==> src/oscc_pkg.sv <==
/*
  shared constants and types for the on/off switch cycle controller.
  assumes a single 10 mhz system clock; all times become cycle counts here.
*/
package oscc_pkg;
  // ----------------------------------------
  // clock and oscillator
  // ----------------------------------------
  localparam int unsigned CLK_HZ        = 10_000_000;  // system clock rate
  localparam int unsigned CLK_PERIOD_NS = 100;         // system clock period
  localparam int unsigned OSC_FAST_HZ   = 264_000;     // base sampling rate
  // clocks per base oscillator tick; rounds down, so slightly fast
  localparam int unsigned OSC_TICK_CYC  = CLK_HZ / OSC_FAST_HZ;
  localparam int unsigned DMAX_PCT      = 65;          // max duty share
  localparam int unsigned DMAX_FAST_CYC = OSC_TICK_CYC * DMAX_PCT / 100;
  localparam int unsigned DMAX_SLOW_CYC = 2 * OSC_TICK_CYC * DMAX_PCT / 100;
  // blanking after turn-on, rounded up to whole clocks
  localparam int unsigned BLANKING_INTERVAL_NS = 220;
  localparam int unsigned BLANK_CYC =
    (BLANKING_INTERVAL_NS + CLK_PERIOD_NS - 1) / CLK_PERIOD_NS;

  // ----------------------------------------
  // auto-restart and current-limit stepping
  // ----------------------------------------
  localparam int unsigned AR_SW_CYCLES = 8192;         // cycles without low
  localparam int unsigned AR_OFF_MS    = 1000;         // off time
  localparam int unsigned AR_OFF_CYC   = AR_OFF_MS * (CLK_HZ / 1000);
  localparam logic [2:0]  LVL_UP_RUN   = 3'h4;         // enables to step up
  localparam logic [2:0]  LVL_DN_RUN   = 3'h7;         // skips to step down
  localparam logic [1:0]  LVL_MAX      = 2'h3;         // peak level
  localparam logic [1:0]  LVL_MIN      = 2'h0;
  localparam logic [1:0]  LVL_RESET    = 2'h3;

  // ----------------------------------------
  // register map
  // ----------------------------------------
  localparam logic [31:0] ADDR_CTRL    = 32'h0000_0000;
  localparam logic [31:0] ADDR_STATUS  = 32'h0000_0004;
  localparam int          CTRL_EXT     = 0;            // extension allowed
  localparam logic        CTRL_EXT_RST = 1'b1;
  localparam int          ST_SW        = 0;            // switch on
  localparam int          ST_LVL       = 1;            // two-bit level
  localparam int          ST_EXT       = 3;            // extension active
  localparam int          ST_SUP       = 4;            // supply good
  localparam int          ST_HOT       = 5;            // thermal shutdown
  localparam int          ST_AR        = 6;            // auto-restart off
  localparam int          ST_LUV       = 7;            // line undervoltage

  typedef enum logic [1:0] {CY_IDLE, CY_ON, CY_REST} oscc_cy_state_type;
  typedef enum logic {AR_RUN, AR_OFF} oscc_ar_state_type;
endpackage

==> src/oscc_sync.sv <==
/*
  two-flop synchroniser, one chain per bit.
  assumes inputs are slow comparator levels, not pulses.
*/
`timescale 1ns/1ns
module oscc_sync #(
  parameter int W = 8
) (
  // clock and reset
  input  wire logic         clk,
  input  wire logic         rst_n,
  // levels
  input  wire logic [W-1:0] d,
  output      logic [W-1:0] q
);
  // ----------------------------------------
  // per-bit chains
  // ----------------------------------------
  genvar i;
  generate
    for (i = 0; i < W; i++)
    begin : g_bit
      logic meta_r;  // first stage, read only by the second
      always_ff @(posedge clk or negedge rst_n)
      begin
        if (!rst_n)
        begin
          meta_r <= 1'b0;
          q[i]   <= 1'b0;
        end
        else
        begin
          meta_r <= d[i];
          q[i]   <= meta_r;
        end
      end
    end
  endgenerate
endmodule

==> src/oscc_ctrl.sv <==
/*
  on/off switch cycle controller: oscillator, cycle gate, current-limit
  level machine, protection and auto-restart, plus an ahb-lite slave.
  assumes comparator outputs arrive as levels and hsel decodes the block.
*/
`timescale 1ns/1ns
module oscc_ctrl #(
  parameter int unsigned AR_SW_CYCLES = oscc_pkg::AR_SW_CYCLES,
  parameter int unsigned AR_OFF_CYC   = oscc_pkg::AR_OFF_CYC
) (
  // clock and reset
  input  wire logic        hclk,
  input  wire logic        hresetn,
  // ahb-lite slave
  input  wire logic        hsel,
  input  wire logic [31:0] haddr,
  input  wire logic [1:0]  htrans,
  input  wire logic        hwrite,
  input  wire logic [2:0]  hsize,
  input  wire logic [31:0] hwdata,
  input  wire logic        hready,
  output      logic        hreadyout,
  output      logic [31:0] hrdata,
  output      logic        hresp,
  // comparator levels
  input  wire logic        feedback_line_sense_input,
  input  wire logic        cur_limit_trip,
  input  wire logic        supply_below_low,
  input  wire logic        supply_at_reg,
  input  wire logic        temp_above_trip,
  input  wire logic        temp_recovered,
  input  wire logic        line_uv_sense,
  input  wire logic        line_res_absent,
  // switch and analog controls
  output      logic        switch_gate,
  output      logic [1:0]  cur_limit_level,
  output      logic        osc_double,
  output      logic        supply_select_node_hold
);
  localparam int OSC_A = oscc_pkg::OSC_TICK_CYC;  // clocks between ticks, for checks

  // ----------------------------------------
  // synchronised inputs
  // ----------------------------------------
  logic [7:0] sync_q;   // synchronised comparator levels
  logic       en_s;     // enable circuit output, high = enable
  logic       trip_s;   // sensed current above active limit
  logic       low_s;    // supply below lower threshold
  logic       reg_s;    // supply back at regulation
  logic       hot_s;    // die above shutdown threshold
  logic       cool_s;   // die cooled by the hysteresis
  logic       luv_s;    // line-sense current below threshold
  logic       nores_s;  // almost no line-sense current

  // comparator levels would otherwise race the cycle logic
  oscc_sync #(.W(8)) u_sync (
    .clk   (hclk),
    .rst_n (hresetn),
    .d     ({line_res_absent, line_uv_sense, temp_recovered,
             temp_above_trip, supply_at_reg, supply_below_low,
             cur_limit_trip, feedback_line_sense_input}),
    .q     (sync_q)
  );
  // the optocoupler pulling current shows here as a low level
  assign {nores_s, luv_s, cool_s, hot_s, reg_s, low_s, trip_s, en_s} = sync_q;

  // ----------------------------------------
  // state
  // ----------------------------------------
  oscc_pkg::oscc_cy_state_type cy_st_r;    // cycle state
  oscc_pkg::oscc_cy_state_type cy_nxt;
  oscc_pkg::oscc_ar_state_type ar_st_r;    // auto-restart state
  logic [5:0]  osc_cnt_r;      // base tick divider
  logic        ticks_left_r;   // extra tick in a slow cycle
  logic        slow_r;         // current cycle is half rate
  logic [6:0]  cyc_cnt_r;      // clocks since cycle start
  logic [1:0]  lvl_r;          // current-limit level
  logic [2:0]  up_run_r;       // consecutive enabled samples
  logic [2:0]  dn_run_r;       // consecutive skipped samples
  logic [13:0] ar_cnt_r;       // cycles since last low enable
  logic [23:0] off_cnt_r;      // clocks spent off in auto-restart
  logic        sup_ok_r;       // internal supply usable
  logic        therm_r;        // thermal shutdown active
  logic        uv_gate_r;      // line undervoltage still gates start
  logic        ext_block_r;    // extension held off
  logic        ext_allow_r;    // software permits extension
  logic        switch_on_r;
  logic        osc_double_r;
  logic        hold_r;
  // combinational helpers
  logic        tick;           // last clock of a base period
  logic        boundary;       // a cycle may begin here
  logic        luv;            // effective line undervoltage
  logic        sw_allow;       // protections permit a start
  logic        start;          // a conduction cycle begins
  logic        ext_active;     // on-time extension in force
  logic        max_duty_signal;
  logic        blank_done;
  logic        off_now;        // conduction ends this clock
  logic        ar_enter;       // fault timeout reached

  // ----------------------------------------
  // oscillator
  // ----------------------------------------
  // base divider always runs; slow cycles simply span two ticks
  always_ff @(posedge hclk or negedge hresetn)
  begin
    if (!hresetn)
      osc_cnt_r <= 6'h00;
    else if (tick)
      osc_cnt_r <= 6'h00;
    else
      osc_cnt_r <= osc_cnt_r + 6'h01;
  end

  assign tick       = (osc_cnt_r == 6'(oscc_pkg::OSC_TICK_CYC - 1));
  // idle resamples every base tick, not every slow period
  assign boundary   = tick && (cy_st_r == oscc_pkg::CY_IDLE || !ticks_left_r);
  assign luv        = luv_s && !nores_s;
  // undervoltage matters only until switching is running
  assign sw_allow   = sup_ok_r && !therm_r && ar_st_r == oscc_pkg::AR_RUN
                      && !(uv_gate_r && luv);
  assign start      = boundary && en_s && sw_allow;
  assign ext_active = ext_allow_r && !ext_block_r;
  assign max_duty_signal = slow_r ? (cyc_cnt_r < 7'(oscc_pkg::DMAX_SLOW_CYC))
                                  : (cyc_cnt_r < 7'(oscc_pkg::DMAX_FAST_CYC));
  assign blank_done = cyc_cnt_r >= 7'(oscc_pkg::BLANK_CYC);
  assign off_now    = (trip_s && blank_done)
                      || (!ext_active && !max_duty_signal);

  // ----------------------------------------
  // cycle gate
  // ----------------------------------------
  // once started, the limit, max duty without extension, or a boundary without a start ends conduction
  always_comb
  begin
    cy_nxt = cy_st_r;
    if (boundary)
      cy_nxt = start ? oscc_pkg::CY_ON : oscc_pkg::CY_IDLE;
    else if (cy_st_r == oscc_pkg::CY_ON && off_now)
      cy_nxt = oscc_pkg::CY_REST;
  end

  // state, tick budget and in-cycle clock count
  always_ff @(posedge hclk or negedge hresetn)
  begin
    if (!hresetn)
    begin
      cy_st_r      <= oscc_pkg::CY_IDLE;
      switch_on_r  <= 1'b0;
      ticks_left_r <= 1'b0;
      slow_r       <= 1'b0;
      cyc_cnt_r    <= 7'h00;
    end
    else
    begin
      cy_st_r     <= cy_nxt;
      switch_on_r <= (cy_nxt == oscc_pkg::CY_ON);
      if (start)
      begin
        // rate is latched so a level change cannot stretch a cycle
        slow_r       <= (lvl_r != oscc_pkg::LVL_MAX);
        ticks_left_r <= (lvl_r != oscc_pkg::LVL_MAX);
        cyc_cnt_r    <= 7'h00;
      end
      else
      begin
        if (tick)
          ticks_left_r <= 1'b0;
        if (cyc_cnt_r != 7'h7F)
          cyc_cnt_r <= cyc_cnt_r + 7'h01;
      end
    end
  end

  // ----------------------------------------
  // current-limit level machine
  // ----------------------------------------
  // runs of enables step up, runs of skips step down
  always_ff @(posedge hclk or negedge hresetn)
  begin
    if (!hresetn)
    begin
      lvl_r    <= oscc_pkg::LVL_RESET;
      up_run_r <= 3'h0;
      dn_run_r <= 3'h0;
    end
    else if (boundary && en_s)
    begin
      dn_run_r <= 3'h0;
      if (up_run_r == oscc_pkg::LVL_UP_RUN - 3'h1)
      begin
        up_run_r <= 3'h0;
        if (lvl_r != oscc_pkg::LVL_MAX)
          lvl_r <= lvl_r + 2'h1;
      end
      else
        up_run_r <= up_run_r + 3'h1;
    end
    else if (boundary)
    begin
      up_run_r <= 3'h0;
      if (dn_run_r == oscc_pkg::LVL_DN_RUN - 3'h1)
      begin
        dn_run_r <= 3'h0;
        if (lvl_r != oscc_pkg::LVL_MIN)
          lvl_r <= lvl_r - 2'h1;
      end
      else
        dn_run_r <= dn_run_r + 3'h1;
    end
  end

  // ----------------------------------------
  // supply and thermal protection
  // ----------------------------------------
  // hysteresis lives in the comparators; here only set and clear
  always_ff @(posedge hclk or negedge hresetn)
  begin
    if (!hresetn)
    begin
      sup_ok_r <= 1'b0;
      therm_r  <= 1'b0;
    end
    else
    begin
      if (low_s)
        sup_ok_r <= 1'b0;
      else if (reg_s)
        sup_ok_r <= 1'b1;
      if (hot_s)
        therm_r <= 1'b1;
      else if (cool_s)
        therm_r <= 1'b0;
    end
  end

  // ----------------------------------------
  // auto-restart
  // ----------------------------------------
  assign ar_enter = ar_st_r == oscc_pkg::AR_RUN && boundary && en_s
                    && ar_cnt_r == 14'(AR_SW_CYCLES - 1);

  // counts cycles without a low sample, then times the off period
  always_ff @(posedge hclk or negedge hresetn)
  begin
    if (!hresetn)
    begin
      ar_st_r   <= oscc_pkg::AR_RUN;
      ar_cnt_r  <= 14'h0000;
      off_cnt_r <= 24'h000000;
    end
    else if (!sup_ok_r)
    begin
      ar_st_r  <= oscc_pkg::AR_RUN;
      ar_cnt_r <= 14'h0000;
    end
    else if (ar_st_r == oscc_pkg::AR_RUN)
    begin
      if (ar_enter)
      begin
        ar_st_r   <= oscc_pkg::AR_OFF;
        off_cnt_r <= 24'h000000;
      end
      else if (boundary && !en_s)
        ar_cnt_r <= 14'h0000;
      else if (boundary)
        ar_cnt_r <= ar_cnt_r + 14'h0001;
    end
    else if (!luv)
    begin
      // undervoltage freezes the count and so stretches the off time
      if (off_cnt_r == 24'(AR_OFF_CYC - 1))
      begin
        ar_st_r  <= oscc_pkg::AR_RUN;
        ar_cnt_r <= 14'h0000;
      end
      else
        off_cnt_r <= off_cnt_r + 24'h000001;
    end
  end

  // ----------------------------------------
  // start gating and extension blocking
  // ----------------------------------------
  // both rearm on power-up and on each auto-restart
  always_ff @(posedge hclk or negedge hresetn)
  begin
    if (!hresetn)
    begin
      uv_gate_r   <= 1'b1;
      ext_block_r <= 1'b1;
    end
    else if (!sup_ok_r || ar_enter)
    begin
      uv_gate_r   <= 1'b1;
      ext_block_r <= 1'b1;
    end
    else
    begin
      if (start)
        uv_gate_r <= 1'b0;
      // a low sample means the output has reached regulation
      if (boundary && !en_s && ar_st_r == oscc_pkg::AR_RUN)
        ext_block_r <= 1'b0;
    end
  end

  // ----------------------------------------
  // analog control outputs
  // ----------------------------------------
  always_ff @(posedge hclk or negedge hresetn)
  begin
    if (!hresetn)
    begin
      osc_double_r <= 1'b1;
      hold_r       <= 1'b0;
    end
    else
    begin
      osc_double_r <= (lvl_r == oscc_pkg::LVL_MAX);
      hold_r       <= uv_gate_r && luv;
    end
  end

  assign switch_gate             = switch_on_r;
  assign cur_limit_level         = lvl_r;
  assign osc_double              = osc_double_r;
  assign supply_select_node_hold = hold_r;

  // ----------------------------------------
  // ahb-lite slave
  // ----------------------------------------
  logic        wr_pend_r;  // word write awaiting its data phase
  logic [31:0] wr_addr_r;
  logic        ap_take;    // address phase accepted
  logic [31:0] rd_w;       // read value at address time

  assign ap_take = hsel && htrans[1] && hready;

  // status is a snapshot at the address edge; ctrl forwards a write
  always_comb
  begin
    rd_w = 32'h0000_0000;
    if (haddr == oscc_pkg::ADDR_CTRL)
      rd_w[oscc_pkg::CTRL_EXT] = (wr_pend_r && wr_addr_r == oscc_pkg::ADDR_CTRL)
                                 ? hwdata[oscc_pkg::CTRL_EXT] : ext_allow_r;
    else if (haddr == oscc_pkg::ADDR_STATUS)
    begin
      rd_w[oscc_pkg::ST_SW]        = switch_on_r;
      rd_w[oscc_pkg::ST_LVL +: 2]  = lvl_r;
      rd_w[oscc_pkg::ST_EXT]       = ext_active;
      rd_w[oscc_pkg::ST_SUP]       = sup_ok_r;
      rd_w[oscc_pkg::ST_HOT]       = therm_r;
      rd_w[oscc_pkg::ST_AR]        = (ar_st_r == oscc_pkg::AR_OFF);
      rd_w[oscc_pkg::ST_LUV]       = luv;
    end
  end

  // zero wait states; unmapped reads give zero, writes are dropped
  always_ff @(posedge hclk or negedge hresetn)
  begin
    if (!hresetn)
    begin
      wr_pend_r   <= 1'b0;
      wr_addr_r   <= 32'h0000_0000;
      hrdata      <= 32'h0000_0000;
      hreadyout   <= 1'b0;
      hresp       <= 1'b0;
      ext_allow_r <= oscc_pkg::CTRL_EXT_RST;
    end
    else
    begin
      hreadyout <= 1'b1;
      hresp     <= 1'b0;
      if (wr_pend_r && wr_addr_r == oscc_pkg::ADDR_CTRL)
        ext_allow_r <= hwdata[oscc_pkg::CTRL_EXT];
      if (hready)
      begin
        wr_pend_r <= ap_take && hwrite && hsize == 3'h2;
        wr_addr_r <= haddr;
      end
      if (ap_take && !hwrite)
        hrdata <= rd_w;
    end
  end
endmodule

==> config.mk <==
export PLATFORM = sky130hd
export DESIGN_NAME = oscc_ctrl
export DESIGN_NICKNAME = d
export VERILOG_FILES = /design/src/oscc_pkg.sv /design/src/oscc_sync.sv /design/src/oscc_ctrl.sv
export SDC_FILE = /design/constraint.sdc
export NUM_CORES = 1
export LEC_CHECK = 0
export ABC_AREA = 1
export BUFFER_PORTS_ARGS = -buffer_cell sky130_fd_sc_hd__clkbuf_2
export CORE_MARGIN = 2
export CORE_UTILIZATION = 55
export DETAILED_ROUTE_END_ITERATION = 8
export HOLD_SLACK_MARGIN = 0.08
export PLACE_DENSITY = 0.83
export SYNTH_ARGS = -nofsm -noshare
export SYNTH_HDL_FRONTEND = slang
export SYNTH_SLANG_ARGS = --single-unit
==> constraint.sdc <==
create_clock -name hclk -period 5.6 [get_ports hclk]
set_clock_uncertainty 0.15 [all_clocks]
set_input_delay 0.56 -clock hclk [delete_from_list [all_inputs] [get_ports hclk]]
set_output_delay 0.56 -clock hclk [all_outputs]
set_load 0.02 [all_outputs]
-- After elaboration in Yosys (flattened, before gate mapping)
Index checks and enable logic that the tools add are counted.
Widths: inputs -> output; s select.
- flip-flop bits (word level): 130
- input port bits: 82
- output and inout port bits: 39
- logic and storage cells: 173
- $add $sub $neg: 8
- $lt $le $gt $ge: 3
- equality and inequality tests: 20
- muxes and demuxes: 49
- bitwise operators: 1
- reduce and logical (&&, ||, !) cells: 53
- operators with widths (operator ; number):
    $mux 14 ; 7
    $mux 24 ; 4
    $logic_not 32->1 ; 2
    $eq 32x3->1 const B ; 1
    $add 24x1->24 const B ; 1
    $eq 24x24->1 const B ; 1
    $logic_and 1x1->1 ; 23
    $reduce_bool 2->1 ; 11
    $mux 7 ; 3
    $mux 1 ; 19
    $mux 3 ; 6
    $mux 2 ; 8
    $add 14x1->14 const B ; 1
    $eq 14x13->1 const B ; 1
    $logic_not 1->1 ; 10
    $mux 8 ; 1
    $reduce_and 4->1 ; 2
    $add 7x1->7 const B ; 1
    $ge 7x2->1 const B ; 1
    $lt 7x5->1 const B ; 1
    $lt 7x6->1 const B ; 1
    $ne 7x7->1 const B ; 1
    $add 3x1->3 const B ; 2
    $add 6x1->6 const B ; 1
    17 further kinds ; 25

-- Logic depth before layout (Yosys ltp)
- depth in word-level cells: 9
- mapped depth: 12
- mapped depth without buffers: 11

-- Cells and area by module
Synthesis repeated with hierarchy kept, for this count alone.
- cells, all modules: 827
- area total of the unflattened synthesis: 6650.1 sq um
- by module, submodules not included (module ; instances ; cells an instance ; area an instance (sq um) ; sequential area each (sq um)):
    oscc_ctrl ; 1 ; 811 ; 6249.7 ; 2860.2
    oscc_sync ; 1 ; 16 ; 400.4 ; 400.4

-- Worst setup path after synthesis
OpenSTA, ideal clock, no wires.
- path kind: register to register
- start: reg osc_cnt_r[0]
- end: reg off_cnt_r[15]
- setup time: 0.117 ns
- arrival time: 1.577 ns
- required time: 5.333 ns
- path slack: 3.755 ns
- stages on the path, launching flop included: 13
- path buffers: 1
- clock period less this slack: 1.845 ns
- cell sequence: dfrtp_1 > inv_1 > ha_1 > nand3_1 > nor2_4 > nand4_2 > nor2_4 > nand2_4 > nand2_8 > inv_2 > buf_6 > nand2_1 > nand2_1
- longest elaborated chain between the ends: 7
- ends and longest elaborated chain (item ; RTL line ; RTL):
    start, declared ; oscc_ctrl.sv:73 ; logic [5:0] osc_cnt_r;
    start signal, assigned ; oscc_ctrl.sv:113 ; osc_cnt_r <= osc_cnt_r + 6'h01;
    $eq 6x6->1 ; oscc_ctrl.sv:116 ; assign tick = (osc_cnt_r == 6'(oscc_pkg::OSC_TICK_CYC - 1));
    $logic_and 1x1->1 ; oscc_ctrl.sv:118 ; assign boundary = tick && (cy_st_r == oscc_pkg::CY_IDLE || !ticks_left_r);
    $logic_and 1x1->1 (2 in series) ; oscc_ctrl.sv:241 ; assign ar_enter = ar_st_r == oscc_pkg::AR_RUN && boundary && en_s
    $logic_and 1x1->1 ; oscc_ctrl.sv:242 ; && ar_cnt_r == 14'(AR_SW_CYCLES - 1);
    $reduce_bool 2->1 (no source line) ; -- ;
    $reduce_and 4->1 (no source line) ; -- ;
    end signal, assigned ; oscc_ctrl.sv:279 ; off_cnt_r <= off_cnt_r + 24'h000001;
    end, declared ; oscc_ctrl.sv:81 ; logic [23:0] off_cnt_r;
Every way passes these cells.
A chain may end at the register's enable or synchronous reset.

-- Final worst setup path
- start: reg osc_cnt_r[0]
- end: reg off_cnt_r[23]
The elaborated chain is that of the path after synthesis.

==> results.yml <==
outcome:
  outcome: "completed"
power_and_ir_drop:
  pwr-share-clk_pct: 47.7
  finalPower_w: 0.00236
  intPower_w: 0.00178
  p_per_area_nw_per_um2: 307
  p_leak_nw: 3.74
  sw_frac_of_total_pct: 24.3
  share_comb_of_total_power_pct: 8.4
  ir_worst_vdd_mv: 0.278
  pwr-share-seq_pct: 43.8
  switchingPower_w: 0.000571
grt:
  grt_pass1_vias: 5316
  track_usage_pct: 23.2
  grt_overflow_total: 0
  grt_pass1_wl_um: 24300
  grt_max_degree: 83
  antenna_found_initial: 0
timing:
  fmaxAchievable_mhz: 440
  worst_slew_pin_slew_ns: 0.940
  final.setup.tns_ns: 0
  slew_viol_final: 0
  rsz0062_at_grt: "false"
  setup-violations-final: 0
  finalHoldViolations: 0
  min_period_ns: 2.27
  hold_slack_ns: 0.104
  post-route-period-util_pct: 40.6
  relSlewSlack_pct: 37.3
yosys:
  yosys.area_share.simple_pct: 29.7
  synth_compound_area_share_pct: 6.44
  synth_seq_cells: 130
  synth-main-ff-cell: "dfrtp_1"
  ys_seq_area_share_pct: 48.3
  syn_inst: 838
  synth_edf_count: 0
  synth_xor_area_share_pct: 2.08
  yosys-mux-area-fraction_pct: 2.84
  synth.distinct_cells: 43
  synth_fa_ha_area_share_pct: 1.11
  synthArstFlopShare_pct: 100
  avgSynthCellArea_um2: 8.05
  yosys_warnings: 0
  synth_top_family_by_area: "simple AND/OR/NAND/NOR gates"
  synth_area_um2: 6750
min_path:
  hold_depth: 1
  min_path_type: "input port to flip-flop"
critical_path:
  ff2ff_path_depth: 10
  slowest_stage: "dfrtp_1"
  end_kind: "flip-flop"
  cp_max_fo: 37
  crit_family: "simple AND/OR/NAND/NOR gates"
  arrival_ns: 2.44
  cp.depth: 10
  critPathKind: "flip-flop to flip-flop"
  crit_chain: "inv_1, ha_1, nand3_1, nor2_4, nand4_2, nor2_4, nand2_4, nand2_8, inv_2, o21ai_0"
  critPathLaunchType: "flip-flop"
  cp.required_ns: 5.77
  cpPeakStageDelay_ns: 0.40
  crit_buf_inv: 2
  crit_top_cell: "nor2_4"
clocking:
  htree_levels: 4
  cts.sinks: 130
  tritoncts: "done"
  cts_buffers: 17
  cts-root-buf: "clkbuf_16"
  cts_max_path_buffers: 2
  clk_pin_slew_ns: 0.06
  clk_latency_ns: 0.41
  post_cts_buffers: 0
placed_design:
  hpwlAfterDp_um: 9550
  portBuffers: 63
  placed_cell_area_um2: 7050
  gp_congestion: 0.901
floorplan:
  io_pins: 121
  die_w_um: 115
  die_area_um2: 13200
  start_util_pct: 56.2
  core_area_um2: 12000
  die-height_um: 115
  rows: 40
routing:
  first_iter_violations: 454
  vias: 5496
  drt-wirelength-per-cell_um: 13.1
  wl_um: 14000
  drcViolationCount: 0
  vias_per_cell: 5.17
  antenna_left: 0
  dr.pass1.iters: 5
final_layout:
  nets: 992
  mostFrequentLayoutCells: "nand2_1 (224), nor2_1 (137), dfrtp_1 (124)"
  syn2layout_area_growth_pct: 13.8
  fin_area_um2: 7670
  antennaDiodeCount: 0
  drive_gt1_share_pct: 16.9
  mostFrequentLayoutCell: "nand2_1"
run:
  cap_violations: 0
==> Yosys cell counts, types with 7 or more instances <==
| cell type | number | area (µm²) |
|---|---|---|
| a21oi_1 | 9 | 45.0 |
| buf_4 | 28 | 210 |
| dfrtp_1 | 124 | 3100 |
| inv_1 | 85 | 319 |
| mux2_2 | 17 | 191 |
| nand2_1 | 224 | 841 |
| nand2_2 | 10 | 62.6 |
| nand3_1 | 52 | 260 |
| nand4_1 | 8 | 50.1 |
| nor2_1 | 137 | 514 |
| nor3_1 | 8 | 40.0 |
| o21ai_0 | 30 | 150 |
| o21ai_1 | 9 | 45.0 |
| o21ai_2 | 7 | 61.3 |
| o31ai_1 | 7 | 52.6 |
| xor2_1 | 13 | 114 |
==> power groups by stage <==
stage	Combinational [W]	Clock [W]	Sequential [W]
after detailed placement	0.000196	0	0.00105
after CTS	0.000199	0.00114	0.00103
after global placement	0.000189	0	0.00104
final	0.000198	0.00112	0.00103
after global routing	0.000230	0.00118	0.00104
after floorplan	0.000143	0	0.00104
==> logic make-up after synthesis <==
logic type / after synthesis
adders and majority gates: 6
AOI/OAI and AO/OA: 73
xor gates and xnor gates: 16
other: 2
muxes: 17
DFF: 130
buffers and inverters: 131
and+or+nand+nor: 463
==> per-stage QoR <==
stage / setup slack [ns] / cells / util [%]
2_1_floorplan: 3.76 / 862 / -
3_3_place_gp: 3.07 / 1031 / 58.7
3_5_place_dp: 3.02 / 1031 / 58.7
4_1_cts: 3.31 / 1064 / 63.9
5_1_grt: 3.12 / 1064 / 63.9
6_report: 3.33 / 1064 / 63.9
==> path summary, 6_finish.rpt <==
kind	start	end	slack (ns)
max	osc_cnt_r[0]	off_cnt_r[23]	3.33
min	feedback_line_sense_input	u_sync.g_bit[0].meta_r	0.10
max reg2reg	osc_cnt_r[0]	off_cnt_r[23]	3.33
min reg2reg	u_sync.g_bit[2].meta_r	u_sync.q[2]	0.20
max in group asynchronous	hresetn	u_sync.g_bit[3].meta_r	3.62
min in group asynchronous	hresetn	wr_addr_r[15]	0.58
==> sequential cells by signal, summed over array words and instances, names as in the netlist, 2 cells and up <==
name	cells
up_run_r	3
cur_limit_level	2
u_sync.q	8
dn_run_r	3
cyc_cnt_r	7
u_sync.g_bit.meta_r	8
ar_cnt_r	14
cy_st_r	2
wr_addr_r	32
hrdata	8
osc_cnt_r	6
off_cnt_r	24
==> timing repair <==
item,CTS,global route
endpoints found under the setup margin,0,0
resized for setup,0,0
hold endpoints to repair,65,0
hold buffers,1,0
==> cell type report <==
type	count	area [µm²]
fillers	973	4340
flip-flops and latches	130	3260
multi-input cells	601	2940
clock buffers	22	494
repair buffers	65	339
inverters	89	334
well taps	147	184
clock inverters	10	123
==> metal layers <==
metal,vias to the layer above,part of all wire [%],track usage (%)
li1,2730,-,-
met1,2608,44,29.5
met2,137,50,39.5
met3,21,4.5,6.11
met4,0,1.6,6.75
met5,-,0,0
(Power assumes the default switching activity.)
